<file path="src/core/tsr_pkg.sv">
package tsr_pkg;
  // status word layout
  localparam int STATUS_WIDTH = 13;
  localparam int BIT_LOCAL_WAKE = 0;
  localparam int BIT_REMOTE_WAKE = 1;
  localparam int BIT_NODE_CONFIG = 2;
  localparam int BIT_POWER_ON = 3;
  localparam int STICKY_LOW = 4;
  localparam int STICKY_HIGH = 12;
  localparam int STICKY_FIRST = 3;
  localparam int STICKY_COUNT = 10;
  localparam logic [STATUS_WIDTH-1:0] STATUS_RESET = 13'h0000;
  // clock and timing
  localparam int CLK_HZ = 50000000;
  localparam int IDLE_TIMEOUT_US = 20;
  localparam int IDLE_TIMEOUT_CYCLES = (CLK_HZ / 1000000) * IDLE_TIMEOUT_US;
  localparam int PTR_WIDTH = 4;
  localparam logic [PTR_WIDTH-1:0] PTR_LAST = 4'hC;
  localparam logic [PTR_WIDTH-1:0] PTR_FIRST = 4'h0;
  typedef enum logic [1:0] {TSR_IDLE, TSR_READING, TSR_WAIT_CLEAR} tsr_state_t;
endpackage : tsr_pkg

</file>
<file path="src/core/tsr_status_readout.sv">
// Functional notes
// - host clocks mode enable, status bits shift out
// - readout allowed: io flag clear, high supply
// - readout allowed: core flag clear, low supply
// - after idle timeout clear released sticky bits S4..S12
// - output low when presented bit set
// - S0 mirrors local wake flag live
// - S1 mirrors remote wake flag live
// - S2 mirrors node configuration flag live
// - S3 latches power on seen
// - S4 latches bus error until cleared
// - S5 latches temperature high flag
// - S6 latches temperature medium flag
// - S7 latches tx gate stuck flag
// - S8..S10 latch supply undervoltage flags
// - S11 latches hub lockout entry
// - S12 latches star branch collision
// - summary error while any S4..S12 set
module tsr_status_readout
  import tsr_pkg::*;
#(
  parameter int IDLE_CYCLES = tsr_pkg::IDLE_TIMEOUT_CYCLES
) (
  // clock and reset
  input wire logic clk,
  input wire logic reset_n,
  // read clock from host
  input wire logic mode_enable_pin,
  // status output, open drain
  output logic status_serial_out_n,
  output logic statusOutEnable,
  // supply qualification
  input wire logic ioSupplyHigh,
  input wire logic ioSupplyLowRange,
  input wire logic io_supply_low_flag,
  input wire logic core_supply_low_flag,
  // live flags
  input wire logic localWakeFlag,
  input wire logic remoteWakeFlag,
  input wire logic endpoint_config,
  // flags feeding sticky bits
  input wire logic power_on_seen,
  input wire logic busErrorFlag,
  input wire logic tempHighFlag,
  input wire logic tempMediumFlag,
  input wire logic tx_gate_stuck,
  input wire logic battery_low_status,
  input wire logic coreUndervoltFlag,
  input wire logic ioUndervoltFlag,
  input wire logic hub_lockout_entered,
  input wire logic branchCollision,
  // status views
  output logic [tsr_pkg::STATUS_WIDTH-1:0] serial_status_word,
  output logic summaryError
);
  import tsr_pkg::*;

  // ----------------------------------------
  // input synchronisation
  // ----------------------------------------
  localparam int NUM_IN = 18;
  // slot of each input in the synchroniser
  localparam int IN_POWER_ON = 0;
  localparam int IN_BUS_ERROR = 1;
  localparam int IN_TEMP_HIGH = 2;
  localparam int IN_TEMP_MEDIUM = 3;
  localparam int IN_TX_GATE = 4;
  localparam int IN_BATTERY_LOW = 5;
  localparam int IN_CORE_UNDERVOLT = 6;
  localparam int IN_IO_UNDERVOLT = 7;
  localparam int IN_HUB_LOCKOUT = 8;
  localparam int IN_COLLISION = 9;
  localparam int IN_NODE_CONFIG = 10;
  localparam int IN_REMOTE_WAKE = 11;
  localparam int IN_LOCAL_WAKE = 12;
  localparam int IN_CORE_LOW = 13;
  localparam int IN_IO_LOW = 14;
  localparam int IN_SUP_LOW = 15;
  localparam int IN_SUP_HIGH = 16;
  localparam int IN_READ_CLK = 17;
  logic [NUM_IN-1:0] rawIn;
  logic [NUM_IN-1:0] syncIn;

  // every input crosses into the clock domain
  assign rawIn[IN_POWER_ON] = power_on_seen;
  assign rawIn[IN_BUS_ERROR] = busErrorFlag;
  assign rawIn[IN_TEMP_HIGH] = tempHighFlag;
  assign rawIn[IN_TEMP_MEDIUM] = tempMediumFlag;
  assign rawIn[IN_TX_GATE] = tx_gate_stuck;
  assign rawIn[IN_BATTERY_LOW] = battery_low_status;
  assign rawIn[IN_CORE_UNDERVOLT] = coreUndervoltFlag;
  assign rawIn[IN_IO_UNDERVOLT] = ioUndervoltFlag;
  assign rawIn[IN_HUB_LOCKOUT] = hub_lockout_entered;
  assign rawIn[IN_COLLISION] = branchCollision;
  assign rawIn[IN_NODE_CONFIG] = endpoint_config;
  assign rawIn[IN_REMOTE_WAKE] = remoteWakeFlag;
  assign rawIn[IN_LOCAL_WAKE] = localWakeFlag;
  assign rawIn[IN_CORE_LOW] = core_supply_low_flag;
  assign rawIn[IN_IO_LOW] = io_supply_low_flag;
  assign rawIn[IN_SUP_LOW] = ioSupplyLowRange;
  assign rawIn[IN_SUP_HIGH] = ioSupplyHigh;
  assign rawIn[IN_READ_CLK] = mode_enable_pin;

  // three stages, change taken once the last two agree
  tsr_sync #(
    .WIDTH(NUM_IN)
  ) u_sync (
    .clk(clk),
    .reset_n(reset_n),
    .asyncIn(rawIn),
    .settled(syncIn)
  );

  logic readClk;
  logic supHigh;
  logic supLow;
  logic ioLowFlag;
  logic coreLowFlag;
  logic [2:0] liveFlags;
  logic [STICKY_COUNT-1:0] stickySrc;

  assign readClk = syncIn[IN_READ_CLK];
  assign supHigh = syncIn[IN_SUP_HIGH];
  assign supLow = syncIn[IN_SUP_LOW];
  assign ioLowFlag = syncIn[IN_IO_LOW];
  assign coreLowFlag = syncIn[IN_CORE_LOW];
  assign liveFlags[0] = syncIn[IN_LOCAL_WAKE];
  assign liveFlags[1] = syncIn[IN_REMOTE_WAKE];
  assign liveFlags[2] = syncIn[IN_NODE_CONFIG];
  // sticky sources in status bit order, S3 first
  assign stickySrc[0] = syncIn[IN_POWER_ON];
  assign stickySrc[1] = syncIn[IN_BUS_ERROR];
  assign stickySrc[2] = syncIn[IN_TEMP_HIGH];
  assign stickySrc[3] = syncIn[IN_TEMP_MEDIUM];
  assign stickySrc[4] = syncIn[IN_TX_GATE];
  assign stickySrc[5] = syncIn[IN_BATTERY_LOW];
  assign stickySrc[6] = syncIn[IN_CORE_UNDERVOLT];
  assign stickySrc[7] = syncIn[IN_IO_UNDERVOLT];
  assign stickySrc[8] = syncIn[IN_HUB_LOCKOUT];
  assign stickySrc[9] = syncIn[IN_COLLISION];

  // ----------------------------------------
  // access qualification and edge finding
  // ----------------------------------------
  logic accessOk;
  logic readClkPrev;
  logic readEdge;

  // either supply window opens the register
  assign accessOk = (!ioLowFlag && supHigh) || (!coreLowFlag && supLow);

  // starts at the idle level of the pin, so no false edge
  always_ff @(posedge clk or negedge reset_n) begin
    if (!reset_n) begin
      readClkPrev <= 1'b0;
    end else begin
      readClkPrev <= readClk;
    end
  end

  // ----------------------------------------
  // read clock edges
  // ----------------------------------------
  // any edge of the read clock counts, only while access is allowed
  assign readEdge = (readClk != readClkPrev) && accessOk;

  // ----------------------------------------
  // readout sequencing
  // ----------------------------------------
  tsr_state_t state;
  tsr_state_t next_state;
  logic idleExpired;
  logic clearPulse;

  // a read starts on the first accepted edge
  always_comb begin
    next_state = state;
    case (state)
      TSR_IDLE: begin
        if (readEdge) begin
          next_state = TSR_READING;
        end
      end
      TSR_READING: begin
        if (!readEdge && idleExpired) begin
          next_state = TSR_WAIT_CLEAR;
        end
      end
      TSR_WAIT_CLEAR: begin
        next_state = TSR_IDLE;
      end
      default: begin
        next_state = TSR_IDLE;
      end
    endcase
  end

  always_ff @(posedge clk or negedge reset_n) begin
    if (!reset_n) begin
      state <= TSR_IDLE;
    end else begin
      state <= next_state;
    end
  end

  // clear fires once when the idle time has run out after a read
  assign clearPulse = (state == TSR_WAIT_CLEAR);

  // ----------------------------------------
  // idle timer
  // ----------------------------------------
  logic [31:0] idleCount;
  logic [31:0] next_idleCount;

  assign idleExpired = (idleCount >= IDLE_CYCLES[31:0]);

  // restarts on every accepted edge, holds once expired
  always_comb begin
    next_idleCount = idleCount;
    if (readEdge || state != TSR_READING) begin
      next_idleCount = 32'h00000000;
    end else if (!idleExpired) begin
      next_idleCount = idleCount + 32'h00000001;
    end
  end

  always_ff @(posedge clk or negedge reset_n) begin
    if (!reset_n) begin
      idleCount <= 32'h00000000;
    end else begin
      idleCount <= next_idleCount;
    end
  end

  // ----------------------------------------
  // bit pointer
  // ----------------------------------------
  logic [PTR_WIDTH-1:0] bitPtr;
  logic [PTR_WIDTH-1:0] next_bitPtr;

  // S0 shown while idle; each accepted edge moves on one bit, S12 holds
  always_comb begin
    next_bitPtr = bitPtr;
    if (state == TSR_WAIT_CLEAR) begin
      next_bitPtr = PTR_FIRST;
    end else if (readEdge) begin
      if (bitPtr != PTR_LAST) begin
        next_bitPtr = bitPtr + 4'h1;
      end
    end else if (state == TSR_IDLE) begin
      next_bitPtr = PTR_FIRST;
    end
  end

  always_ff @(posedge clk or negedge reset_n) begin
    if (!reset_n) begin
      bitPtr <= PTR_FIRST;
    end else begin
      bitPtr <= next_bitPtr;
    end
  end

  // ----------------------------------------
  // status word
  // ----------------------------------------
  logic [STICKY_COUNT-1:0] sticky;
  logic [STICKY_COUNT-1:0] clearable;

  // set wins over clear; clear only where the flag has gone away
  // S3 only falls at reset, S4 to S12 on the post-read clear
  generate
    for (genvar i = 0; i < STICKY_COUNT; i++) begin : g_sticky
      assign clearable[i] = ((STICKY_FIRST + i) >= STICKY_LOW);
      always_ff @(posedge clk or negedge reset_n) begin
        if (!reset_n) begin
          sticky[i] <= STATUS_RESET[STICKY_FIRST+i];
        end else if (stickySrc[i]) begin
          sticky[i] <= 1'b1;
        end else if (clearPulse && clearable[i]) begin
          sticky[i] <= 1'b0;
        end
      end
    end
  endgenerate

  // ----------------------------------------
  // assembled status word
  // ----------------------------------------
  logic [STATUS_WIDTH-1:0] next_word;

  always_comb begin
    next_word = STATUS_RESET;
    next_word[BIT_LOCAL_WAKE] = liveFlags[0];
    next_word[BIT_REMOTE_WAKE] = liveFlags[1];
    next_word[BIT_NODE_CONFIG] = liveFlags[2];
    next_word[STICKY_HIGH:STICKY_FIRST] = sticky;
  end

  always_ff @(posedge clk or negedge reset_n) begin
    if (!reset_n) begin
      serial_status_word <= STATUS_RESET;
    end else begin
      serial_status_word <= next_word;
    end
  end

  // ----------------------------------------
  // summary error
  // ----------------------------------------
  // high while any clearable status bit is set
  always_ff @(posedge clk or negedge reset_n) begin
    if (!reset_n) begin
      summaryError <= 1'b0;
    end else begin
      summaryError <= |next_word[STICKY_HIGH:STICKY_LOW];
    end
  end

  // ----------------------------------------
  // serial output
  // ----------------------------------------
  logic presentedBit;

  // bit chosen by the pointer
  assign presentedBit = next_word[bitPtr];

  // data level, low while the presented bit is set
  always_ff @(posedge clk or negedge reset_n) begin
    if (!reset_n) begin
      status_serial_out_n <= 1'b1;
    end else begin
      status_serial_out_n <= ~presentedBit;
    end
  end

  // pull only while the register may be read
  always_ff @(posedge clk or negedge reset_n) begin
    if (!reset_n) begin
      statusOutEnable <= 1'b0;
    end else begin
      statusOutEnable <= presentedBit && accessOk;
    end
  end
endmodule // tsr_status_readout

</file>
<file path="src/core/tsr_sync.sv">
module tsr_sync #(
  parameter int WIDTH = 1
) (
  // clock and reset
  input wire logic clk,
  input wire logic reset_n,
  // asynchronous input and settled output
  input wire logic [WIDTH-1:0] asyncIn,
  output logic [WIDTH-1:0] settled
);
  logic [WIDTH-1:0] stage1;
  logic [WIDTH-1:0] stage2;
  logic [WIDTH-1:0] stage3;

  always_ff @(posedge clk or negedge reset_n) begin
    if (!reset_n) begin
      stage1 <= '0;
      stage2 <= '0;
      stage3 <= '0;
    end else begin
      stage1 <= asyncIn;
      stage2 <= stage1;
      stage3 <= stage2;
    end
  end

  // change accepted once the last two stages agree
  always_ff @(posedge clk or negedge reset_n) begin
    if (!reset_n) begin
      settled <= '0;
    end else begin
      for (int i = 0; i < WIDTH; i++) begin
        if (stage2[i] == stage3[i]) begin
          settled[i] <= stage3[i];
        end
      end
    end
  end
endmodule // tsr_sync

</file>
<file path="config.mk">
export PLATFORM = sky130hd
export DESIGN_NAME = tsr_status_readout
export DESIGN_NICKNAME = d
export VERILOG_FILES = /design/src/core/tsr_pkg.sv /design/src/core/tsr_status_readout.sv /design/src/core/tsr_sync.sv
export SDC_FILE = /design/constraint.sdc
export NUM_CORES = 1
export LEC_CHECK = 0
export BUFFER_PORTS_ARGS = -buffer_cell sky130_fd_sc_hd__buf_4
export CORE_UTILIZATION = 58
export DETAILED_ROUTE_END_ITERATION = 10
export PLACE_DENSITY = 0.77
export SLEW_MARGIN = 40
export SYNTH_ARGS = -nofsm -noshare
export SYNTH_HDL_FRONTEND = slang
export SYNTH_SLANG_ARGS = --single-unit
</file>
<file path="constraint.sdc">
create_clock -name clk -period 2.4 [get_ports clk]
set_clock_uncertainty 0.2 [all_clocks]
set_input_delay 0.12 -clock clk [delete_from_list [all_inputs] [get_ports clk]]
set_output_delay 0.12 -clock clk [all_outputs]
set_load 0.1 [all_outputs]
</file>
==> results of run 1 <==
==> per-stage QoR <==
step / cells / instance area (µm²)
floorplan: 304 / 4690
CTS: 491 / 5890
finish: 491 / 5890
global placement: 438 / 5080
global route: 491 / 5890
detailed placement: 439 / 5090
==> path summary, 6_finish.rpt <==
| kind | from | endpoint | slack [ps] | depth (start not counted) |
|---|---|---|---|---|
| min in group asynchronous | reset_n | idleCount[21] | 450 | 3 |
| max | idleCount[15] | idleCount[3] | 110 | 4 |
| min | hub_lockout_entered | u_sync.stage1[8] | 40 | 2 |
| max reg2reg | idleCount[15] | idleCount[3] | 110 | 4 |
| max in group asynchronous | reset_n | serial_status_word[10] | 890 | 4 |
| min reg2reg | u_sync.stage1[9] | u_sync.stage2[9] | 150 | 0 |
==> cells by family after synthesis <==
logic type | count (synthesis) | synth area share [%]
muxes | 7 | 2.03
and+or+nand+nor | 76 | 11.5
xor gates and xnor gates | 2 | 0.374
DFF | 137 | 73.2
buffers and inverters | 17 | 1.84
adders and majority gates | 22 | 4.91
AOI/OAI and AO/OA | 43 | 6.17
==> per-layer routing <==
| layer | vias up | track usage [%] |
|---|---|---|
| met5 | - | 0 |
| met4 | 0 | 12.8 |
| met3 | 24 | 7.71 |
| met2 | 78 | 39.1 |
| met1 | 1396 | 31.1 |
| li1 | 1241 | - |
==> state kept, by name (all words and copies together) (netlist names) <==
signal               cells
bitPtr                   4
next_word               10
status_serial_out_n      1
statusOutEnable          1
u_sync.settled          18
u_sync.stage2           18
serial_status_word      13
u_sync.stage3           18
summaryError             1
state                    2
u_sync.stage1           18
readClkPrev              1
idleCount               32
==> power by group <==
| group | switching [µW] | internal (µW) | leakage, µW | total, µW |
|---|---|---|---|---|
| Combinational | 471 | 283 | 0.000761 | 755 |
| Clock | 1050 | 1610 | 0.000292 | 2660 |
| Sequential | 192 | 2480 | 0.00161 | 2680 |
==> cell usage in the layout, fill, tap and decap left out, drive strengths merged, types with 2 or more instances in the layout <==
cell           n
nand3         13
ha             4
nand2          6
nand3b         3
nor4           9
or3            2
clkinvlp       2
o31ai          5
mux2i          5
dfrtp        136
nand4          2
o21ai          5
dlygate4sd3   20
a211oi         3
o211ai         2
nor2b          2
clkinv         3
or4            5
a21o           9
maj3          18
clkbuf        18
inv           14
a21oi         12
buf           42
bufinv         3
and3          23
mux4           2
nor2           7
o21a           3
==> layout make-up <==
| type | count | area (µm²) | area share [%] |
|---|---|---|---|
| clock buffer | 18 | 418 | 7.09 |
| timing repair buffer | 62 | 529 | 8.98 |
| tap | 102 | 128 | 2.17 |
| multi-input combinational | 150 | 1170 | 19.9 |
| sequential | 137 | 3430 | 58.2 |
| inverter | 8 | 30.0 | 0.510 |
| clock inverter | 14 | 188 | 3.18 |
==> results.txt, run 1 <==
The start-to-end type of the worst setup path is flop to flop. After synthesis, the netlist uses 46 different library cells. The routed design uses 4.66 mm of met2 wire.

For the pin with the worst max-slew slack, the measured transition is 492 ps. The prevailing post-synth register cell was sky130_fd_sc_hd__dfrtp_1. In this run the worst hold path is classified as primary input to flop. In the routed layout, each cell is associated on average with a via count of 5.58. The routed design has 9.01 mm of wire. Max-cap violations in this run came to 0. Adding up every negative setup slack in the final design gives 0 ps.

Before CTS, the worst setup slack after placement is 295 ps. The worst-case clock buffer depth is 2, and the max-slew violation count is 0. Measured on the finished design, the core utilization comes to 75.9%. The run gives 400 as the total number of nets in the final design. Mean routed wirelength per cell: 18.3 µm.

The first global-routing pass estimated 15.1 mm of wire. Synthesis inferred 137 register bits. Measured along the y axis, the die boundary spans 91.9 µm. On the worst path, the slowest cell contributes a delay of 620 ps. In this run the power density over the cells is 1030 nW/µm². The routed design could run at a clock period as short as 2290 ps. Detailed placement finished with a half-perimeter wire length of 4.66 mm.

The overall routing resource usage is 24.8%, and the critical path buffer and inverter count is 0. The most common cell in the netlist is sky130_fd_sc_hd__dfrtp_1. The highest metal layer carrying signal wires in the routed design is met4. For the number of failing setup endpoints in the final timing report, the log shows 0. After synthesis, the most frequently instantiated cells are sky130_fd_sc_hd__dfrtp_1, sky130_fd_sc_hd__and3_1, sky130_fd_sc_hd__maj3_1, sky130_fd_sc_hd__nand3_1, sky130_fd_sc_hd__a21oi_1.

The root buffer cell was sky130_fd_sc_hd__clkbuf_8. From left edge to right edge, the die measures 91.9 µm. In this run the static leakage power is 0.00266 µW. When the netlist entered floorplanning its net count stood at 328. The share of flip-flops with an asynchronous set or reset after synthesis was 100%. On the final layout, the worst hold slack is 35.2 ps.

The logs give 0 for the total number of yosys warnings and 8440 µm² for the floorplan die area. The portion of synthesized cell area occupied by the leading cell type is 72.6%, and the share of the clock period used by the worst path after layout is 95.3%. The max-slew headroom at the worst pin came out at 67.2%. The slowest stage of the critical path is the sky130_fd_sc_hd__or4_1 cell.

The logs give 112 ps for the setup slack of the critical path after layout and 4690 µm² for the area of the mapped netlist. The number of enable flip-flop cells after synthesis works out to 0. Relative to the synthesized area, the layout overhead comes to 25.7%. Of all nets on the critical path, the largest fanout is 15.

The tools report the number of global-route vias before repair as 2975. Of all cell types, the one taking the most synthesized area is sky130_fd_sc_hd__dfrtp_1. In the final layout, the share of cells above drive strength 1 is 23.1%. The number of antenna violations at the first check in global routing is 0. The number of buffers inserted to repair setup after CTS is 0. The tools report the sort of element at the start of the critical path as a flop. For the via count, the log shows 2739.

The maximum clock frequency is 437 MHz. The first routing iteration left 230 violations. Setup repair after global routing left no endpoint under its margin. The number of antenna diodes in the final layout is 0.

The total power of the final layout is 6090 µW. After floorplanning, the core was divided into 32 placement rows. By area the synthesized netlist is led by sky130_fd_sc_hd__dfrtp_1, sky130_fd_sc_hd__maj3_1, sky130_fd_sc_hd__and3_1. For the arrival time at the worst endpoint, the log shows 2530 ps.

After detailed routing, the wire length on met1 is 3.76 mm. The total iterations of the first detailed-routing run was 4; the number of nets with antenna violations after routing was 0. The count of boundary I/O pins was 36.

Post-CTS repair changed the size of 0 cells. The flow ran to the end, and the final reports show no timing, DRC or antenna violations. Clock-pin slew of the registers on the worst-case setup and hold paths: 70 ps.

Of the synthesized area, sequential elements account for 73.2%. For this configuration, the core starts out at a cell density of 60.3%. The tools report the worst-skew pair later-pin latency as 530 ps. TritonCTS built the clock tree.

The tree built by TritonCTS fans out to 137 sinks. The quantity of I/O buffers inserted on ports was 35. The signal on the critical path passes through nor4_4 -> nand4_2 -> or4_1 -> a21oi_1.

The floorplan step defined a core boundary enclosing 7770 µm². IR analysis of the VDD net gives a maximum drop of 0.838 mV. In the synthesized netlist, the number of instances is 304. The logs give 0 for the leftover overflow at the end of global routing and 4 for the maximum level of the CTS H-tree.

The congestion estimate from routability-driven global placement came to 0.889. The sort of element at the end of the critical path is a flop. The run gives 2640 ps as the endpoint required time on the critical path.

In this run, post-CTS hold repair placed 20 buffers. Dividing the synthesized area by the synthesized cell count gives 15.4 µm². The run gives 331 µm as the met3 wirelength from detailed routing. In this design, the largest share of critical-path delay is due to simple AND/OR/NAND/NOR gates.

The number of hold violations in the final report came out at 0. After filler insertion, the fill cell instance count of the layout stands at 464. For this run, design rule violations remaining after detail routing come to 0. Entering global routing, the biggest net connects 55 pins. Buffers inserted during clock tree synthesis total 17.
No activity file was read; power rests on OpenSTA's default activity.
==> run 2: changes to the inputs <==
--- a/config.mk
+++ b/config.mk
@@ -6,9 +6,11 @@
 export NUM_CORES = 1
 export LEC_CHECK = 0
 export BUFFER_PORTS_ARGS = -buffer_cell sky130_fd_sc_hd__buf_4
-export CORE_UTILIZATION = 58
+export CORE_ASPECT_RATIO = 1.75
+export CORE_UTILIZATION = 35
 export DETAILED_ROUTE_END_ITERATION = 10
-export PLACE_DENSITY = 0.77
+export GPL_TIMING_DRIVEN = 1
+export PLACE_DENSITY = 0.51
 export SLEW_MARGIN = 40
 export SYNTH_ARGS = -nofsm -noshare
 export SYNTH_HDL_FRONTEND = slang
==> results.txt, run 2 (synthesis gave the netlist of run 1 again) <==
The die extent in x was 89.5 µm (-2.6%). For the detailed-route DRC error count, the log shows 0 (unchanged). Biggest fanout along the worst timing path: 8 (-7).

Total iterations of the first detailed-routing run: 4 (unchanged). For the total half-perimeter wirelength after legalization and detailed placement, the log shows 5.22 mm (+12%). The final weighted congestion in routability-driven placement is 0.759 (-15%), and the share of the clock period used by the worst path after layout is 89.0% (-6.3 points). The number of flip-flops in the largest register works out to 32 (unchanged). The endpoint required time on the critical path was 2530 ps (-110 ps); the time the worst path needs with I/O delays and setup was 2140 ps (-151 ps).

The start-to-end type of the worst setup path was flop to flop. The via count was 2599 (-5.1%); the number of antenna violations at the first check in global routing was 0 (unchanged). For the overall routing resource usage, the log shows 13.3% (-11 points).

The tools report the total number of nets in the final design as 398 (-0.50%). The number of diodes added for antenna fixing is 0 (unchanged). The max-slew headroom at the worst pin is 63.5% (-3.7 points). The number of nets with antenna violations after routing was 0 (unchanged); the fraction of layout instances using a drive strength above 1 was 22.7% (-0.40 points). The number of vias per cell after detailed routing was 4.66 (-17%); the number of failing setup endpoints in the final timing report was 0 (unchanged). The mean routed wirelength per cell was 14.0 µm (-24%).

Setup repair after global routing left no endpoint under its margin. The top cell types in the final layout, fill and taps aside, are sky130_fd_sc_hd__dfrtp_1, sky130_fd_sc_hd__buf_4, sky130_fd_sc_hd__and3_1. The max-cap violation count came out at 0 (unchanged). The tools report the maximum number of pins on one net before global-route repair as 59 (+7.3%). The run gives 13.5 mm (-11%) as the global-route wire length before repair.

The flow ran to the end, and the final reports show no timing, DRC or antenna violations. The power density over the cells was 1000 nW/µm² (-3.2%). The violation count after the first detailed-routing iteration is 63 (-73%), and the max-slew violation count is 0 (unchanged). For the static power due to leakage, the log shows 0.00265 µW (-0.27%).

More flip-flops sit in one register than any other, and that register is idleCount. The end-of-flow core utilization is 45.9% (-30 points), and the floorplan die area is 13900 µm² (+64%). The number of global-route vias before repair was 2801 (-5.8%); the number of buffers inserted to repair setup after CTS was 0 (unchanged). The tools report the sort of element at the end of the critical path as a flop.

Worst-margin pin slew: 546 ps (+53.3 ps). The library cell used most frequently in the layout, excluding fill and tap cells, is sky130_fd_sc_hd__dfrtp_1. The layout overhead on the synthesized area was 27.5%. The min-delay analysis places its worst path in the category primary input to asynchronous set/reset pin. The vertical extent of the die was 155 µm (+69%); the maximum clock frequency was 468 MHz (+7.1%). The number of CTS-inserted buffers is 17 (unchanged), and the TritonCTS sink count is 137 (unchanged).

The number of hold violations in the final report is 0 (unchanged). The sort of element at the start of the critical path is a flop. The maximum level of the CTS H-tree was 4 (unchanged); the worst-case clock buffer depth was 2 (unchanged). For the starting density of the core, the log shows 36.0% (-24 points). Arrival time at the worst endpoint: 2270 ps (-260 ps). The standard-cell row count was 55 (+72%). Worst-skew pair later-pin latency: 410 ps (-120 ps). The overall routed net length is 7.80 mm (-13%), and the clock-pin slew of the registers on the worst-case setup and hold paths is 60 ps (about the same). The run gives 0 (unchanged) as the number of resized instances in the post-cts repair step. The run gives 19 (-5.0%) as the hold-fix buffer count after cts. The tools report the root buffer cell as sky130_fd_sc_hd__clkbuf_16. The total power of the final layout is 5980 µW (-1.9%).

TritonCTS built the clock tree. The worst supply voltage drop on vdd came out at 0.429 mV (-49%). The leftover overflow at the end of global routing is 0 (unchanged), and the quantity of I/O buffers inserted on ports is 35 (unchanged).

For the setup TNS, the log shows 0 ps (unchanged). For the count of boundary I/O pins, the log shows 36 (unchanged). The final-layout worst hold slack is 54.1 ps (+18.9 ps).

The run gives 13000 µm² (+67%) as the placeable core area.
## run 2: cell types whose count changed in the layout (fill, tap and decap cells not counted), sizes merged
cell,change
inv,-5
clkinv,+1
buf,-1
dlygate4sd3,-1
clkbuf,+3
clkinvlp,+1
## run 2: power by group
group / switching (µW) / internal [µW] / total (µW)
combinational: 427 / 281 / 708
clock: 929 / 1690 / 2620
sequential: 170 / 2490 / 2660
total: 1530 / 4450 / 5980
## run 2: path summary, 6_finish.rpt
check	startpoint	to	slack (ps)	depth (start not counted)
worst max-delay path	idleCount[22]	idleCount[6]	260	5
worst min-delay path	reset_n	u_sync.settled[0]	50	2
worst max register to register	idleCount[22]	idleCount[6]	260	5
worst min register to register	u_sync.stage1[8]	u_sync.stage2[8]	140	0
max in group asynchronous	reset_n	status_serial_out_n	1270	3
min in group clk	u_sync.stage1[8]	u_sync.stage2[8]	140	0
## run 2: final cells by class
type                            count  area (µm²)
Fill cell                        1142        7030
Sequential cell                   137        3430
Multi-Input combinational cell    150        1170
Timing Repair Buffer               60         524
Clock buffer                       21         460
Tap cell                          171         214
Clock inverter                     11         145
Inverter                            8        30.0
## run 2: through the flow
stage | cells | cell area, µm² | worst slack [ps]
6_report | 558 | 5970 | 263
5_1_grt | 558 | 5970 | 63.3
4_1_cts | 558 | 5970 | 266
3_5_place_dp | 507 | 5180 | 263
3_3_place_gp | 506 | 5170 | 307
2_1_floorplan | 304 | 4690 | 635
## run 2: critical path, stage by stage (launching register included)
cell                       delay, ps
sky130_fd_sc_hd__dfrtp_1         400
sky130_fd_sc_hd__nor4_4          290
sky130_fd_sc_hd__o211ai_1        270
sky130_fd_sc_hd__buf_2           260
sky130_fd_sc_hd__or4_1           480
sky130_fd_sc_hd__a21oi_1         150
## run 2: routing by layer
| metal | vias up | share of wire (%) | GRT usage, % |
|---|---|---|---|
| met4 | 0 | 3.2 | 7.86 |
| met3 | 18 | 2.9 | 4.30 |
| li1 | 1235 | - | - |
| met5 | - | 0 | 0 |
| met1 | 1307 | 40 | 14.7 |
| met2 | 39 | 54 | 21.9 |
==> run 3: changes to the inputs <==
--- a/config.mk
+++ b/config.mk
@@ -10,7 +10,7 @@
 export CORE_UTILIZATION = 35
 export DETAILED_ROUTE_END_ITERATION = 10
 export GPL_TIMING_DRIVEN = 1
-export PLACE_DENSITY = 0.51
+export PLACE_DENSITY = 0.62
 export SLEW_MARGIN = 40
 export SYNTH_ARGS = -nofsm -noshare
 export SYNTH_HDL_FRONTEND = slang
==> constraint.sdc (replaced) <==
create_clock -name clk -period 2.4 [get_ports clk]
set_clock_uncertainty 0.2 [all_clocks]
set_input_delay 0.24 -clock clk [delete_from_list [all_inputs] [get_ports clk]]
set_output_delay 0.24 -clock clk [all_outputs]
set_load 0.05 [all_outputs]
==> results.txt, run 3 (synthesis gave the netlist of run 1 again) <==
The floorplan die area came out at 13900 µm² (unchanged). The worst register-to-register path begins at idleCount[28]. For the number of CTS-inserted buffers, the log shows 17 (unchanged). Total half-perimeter wirelength after legalization and detailed placement: 4.90 mm (-6.1%). The run gives 12.7% (-0.57 points) as the overall routing resource usage. The fill cell total of the finished layout is 1142 (unchanged), and the worst-margin pin slew is 548 ps (+1.97 ps). Most common cell after layout, fill and taps aside: sky130_fd_sc_hd__dfrtp_1. The run finished with clean final reports. The power density over the cells was 969 nW/µm² (-3.2%); the vertical extent of the die was 155 µm (unchanged). STA classifies the critical path startpoint as a flop. The max-cap violation count came out at 0 (unchanged). In this run the critical register-to-register path is captured at idleCount[6]. Design area: 5940 µm² (-0.59%). TritonCTS built the clock tree. The endpoint required time on the critical path was 2540 ps (about the same).

The placeable core area was 13000 µm² (unchanged); the critical path buffer and inverter count was 0 (-1). In this run the worst hold path is classified as flop to flop. The clock-pin slew of the registers on the worst-case setup and hold paths came out at 60 ps (about the same). STA classifies the critical path endpoint as a flop.

The global routing met3 resource utilization came out at 4.35% (+0.053 points). Via count: 2571 (-1.1%). The static power due to leakage was 0.00264 µW (-0.48%). The logs give 14.9% (+0.26 points) for the global routing usage on met1 and 0 (unchanged) for the number of buffers inserted to repair setup after CTS. The length in cells of the worst reg-to-reg path was 4 (-1). The layer with the highest usage after global routing is met2. The cell area after placement came out at 5170 µm² (-0.17%). The time the worst path needs with I/O delays and setup works out to 2140 ps (+5.97 ps). In this run the most critical hold path is launched from u_sync.stage1[17]. Die extent in x: 89.5 µm (unchanged).

Final weighted congestion in routability-driven placement: 0.777 (+2.3%). In the layout the commonest cells are sky130_fd_sc_hd__dfrtp_1, sky130_fd_sc_hd__buf_4, sky130_fd_sc_hd__and3_1. The count of boundary I/O pins came out at 36 (unchanged). Share of the clock period used by the worst path after layout: 89.3% (+0.25 points). The number of nets with antenna violations after routing is 0 (unchanged), and the quantity of I/O buffers inserted on ports is 35 (unchanged). The number of failing setup endpoints in the final timing report was 0 (unchanged); the number of gates on the worst path with buffers counted was 4 (-1). For the standard-cell row count, the log shows 55 (unchanged).

The layout overhead on the synthesized area is 26.7%, and the setup TNS is 0 ps (unchanged). The maximum level of the CTS H-tree is 4 (unchanged), and the max-slew headroom at the worst pin is 63.5% (about the same). The detailed-route DRC error count is 0 (unchanged), and the violation count after the first detailed-routing iteration is 220 (+250%). The number of global-route vias before repair is 2729 (-2.6%).

The capture point of the critical path is idleCount[6]. The critical path starts at idleCount[28]. The worst-case clock buffer depth was 2 (unchanged). The instance count along the most critical hold path was 0.

The register-to-register setup slack is 260 ps (about the same), and the total number of nets in the final design is 398 (unchanged). The number of vias per cell after detailed routing works out to 4.61 (-1.1%). The number of hold violations in the final report is 0 (unchanged), and the number of flip-flops in the largest register is 32 (unchanged). For the worst supply voltage drop on vdd, the log shows 0.631 mV (+47%). Setup repair after global routing left no endpoint under its margin. The family of cells with the greatest summed delay on the critical path was simple AND/OR/NAND/NOR gates. The maximum clock frequency is 467 MHz (-0.28%). The biggest fanout along the worst timing path was 15 (+7). The leftover overflow at the end of global routing is 0 (unchanged). The slowest stage of the critical path belongs to the cell sky130_fd_sc_hd__or4_1. The critical path goes through nor4_4 -> nand4_2 -> or4_1 -> a21oi_1. The global-route wire length before repair is 13.0 mm (-3.2%). The critical path in this run is classified as flop to flop. The biggest cell delay along the critical path works out to 610 ps (+130 ps).

Fraction of layout instances using a drive strength above 1: 23.0% (+0.26 points). The starting density of the core was 36.0% (unchanged); the arrival time at the worst endpoint was 2280 ps (about the same). The logs give 44 (-25%) for the maximum number of pins on one net before global-route repair and 145 ps (+90.5 ps) for the final-layout worst hold slack. Worst-skew pair later-pin latency: 420 ps (about the same).

The total iterations of the first detailed-routing run is 4 (unchanged), and the number of diodes added for antenna fixing is 0 (unchanged). The TritonCTS sink count was 137 (unchanged); the mean routed wirelength per cell was 13.4 µm (-3.9%). The number of antenna violations at the first check in global routing is 0 (unchanged). The overall routed net length was 7.50 mm (-3.9%); the met2 track demand over resource was 20.2% (-1.7 points). The logs give 0 (unchanged) for the max-slew violation count and 45.7% (-0.27 points) for the end-of-flow core utilization. The tree is rooted in a sky130_fd_sc_hd__clkbuf_16.

The register with the most flip-flops is idleCount.
-- run 3: layout make-up --
class	count	area (µm²)	area share, %
Sequential cell	137	3430	57.7
Multi-Input combinational cell	150	1170	19.7
Timing Repair Buffer	60	520	8.76
Clock buffer	19	443	7.46
Tap cell	171	214	3.60
Clock inverter	13	131	2.21
Inverter	8	30.0	0.506
-- run 3: timing repair --
item	in CTS	in global routing
gates resized for setup	0	0
endpoints found under the hold margin	58	0
hold buffers	19	0
-- run 3: how the worst min path moves through the flow --
stage          slack, ps                end
6_report             140  u_sync.stage2[17]
5_1_grt              150   u_sync.stage2[5]
4_1_cts              150  u_sync.stage2[17]
3_5_place_dp          70   u_sync.stage3[0]
3_3_place_gp          60   u_sync.stage3[0]
2_1_floorplan       -260          bitPtr[0]
-- run 3: worst register-to-register path, delay by kind of cell, from the launching register on --
kind,cells,cell delay [ps]
AND/OR/NAND/NOR,3,1280
flip-flops,1,400
AO/OA/AOI/OAI,1,180
-- run 3: stage by stage --
step	power (µW)	instances	worst slack, ps
after global routing	6020	558	106
after global placement	3270	506	354
after detailed placement	3300	506	217
final	5760	558	257
after floorplan	3080	304	635
after CTS	5830	557	224
-- run 3: report_power, final --
| group | switching, µW | internal, µW | total [µW] |
|---|---|---|---|
| clock | 1000 | 1480 | 2480 |
| combinational | 339 | 279 | 618 |
| sequential | 174 | 2480 | 2660 |
-- run 3: per-layer routing --
| layer | vias up | wire length [µm] |
|---|---|---|
| met5 | - | 0 |
| met4 | 0 | 203 |
| met3 | 17 | 235 |
| met1 | 1279 | 3110 |
| li1 | 1230 | - |
| met2 | 45 | 3960 |
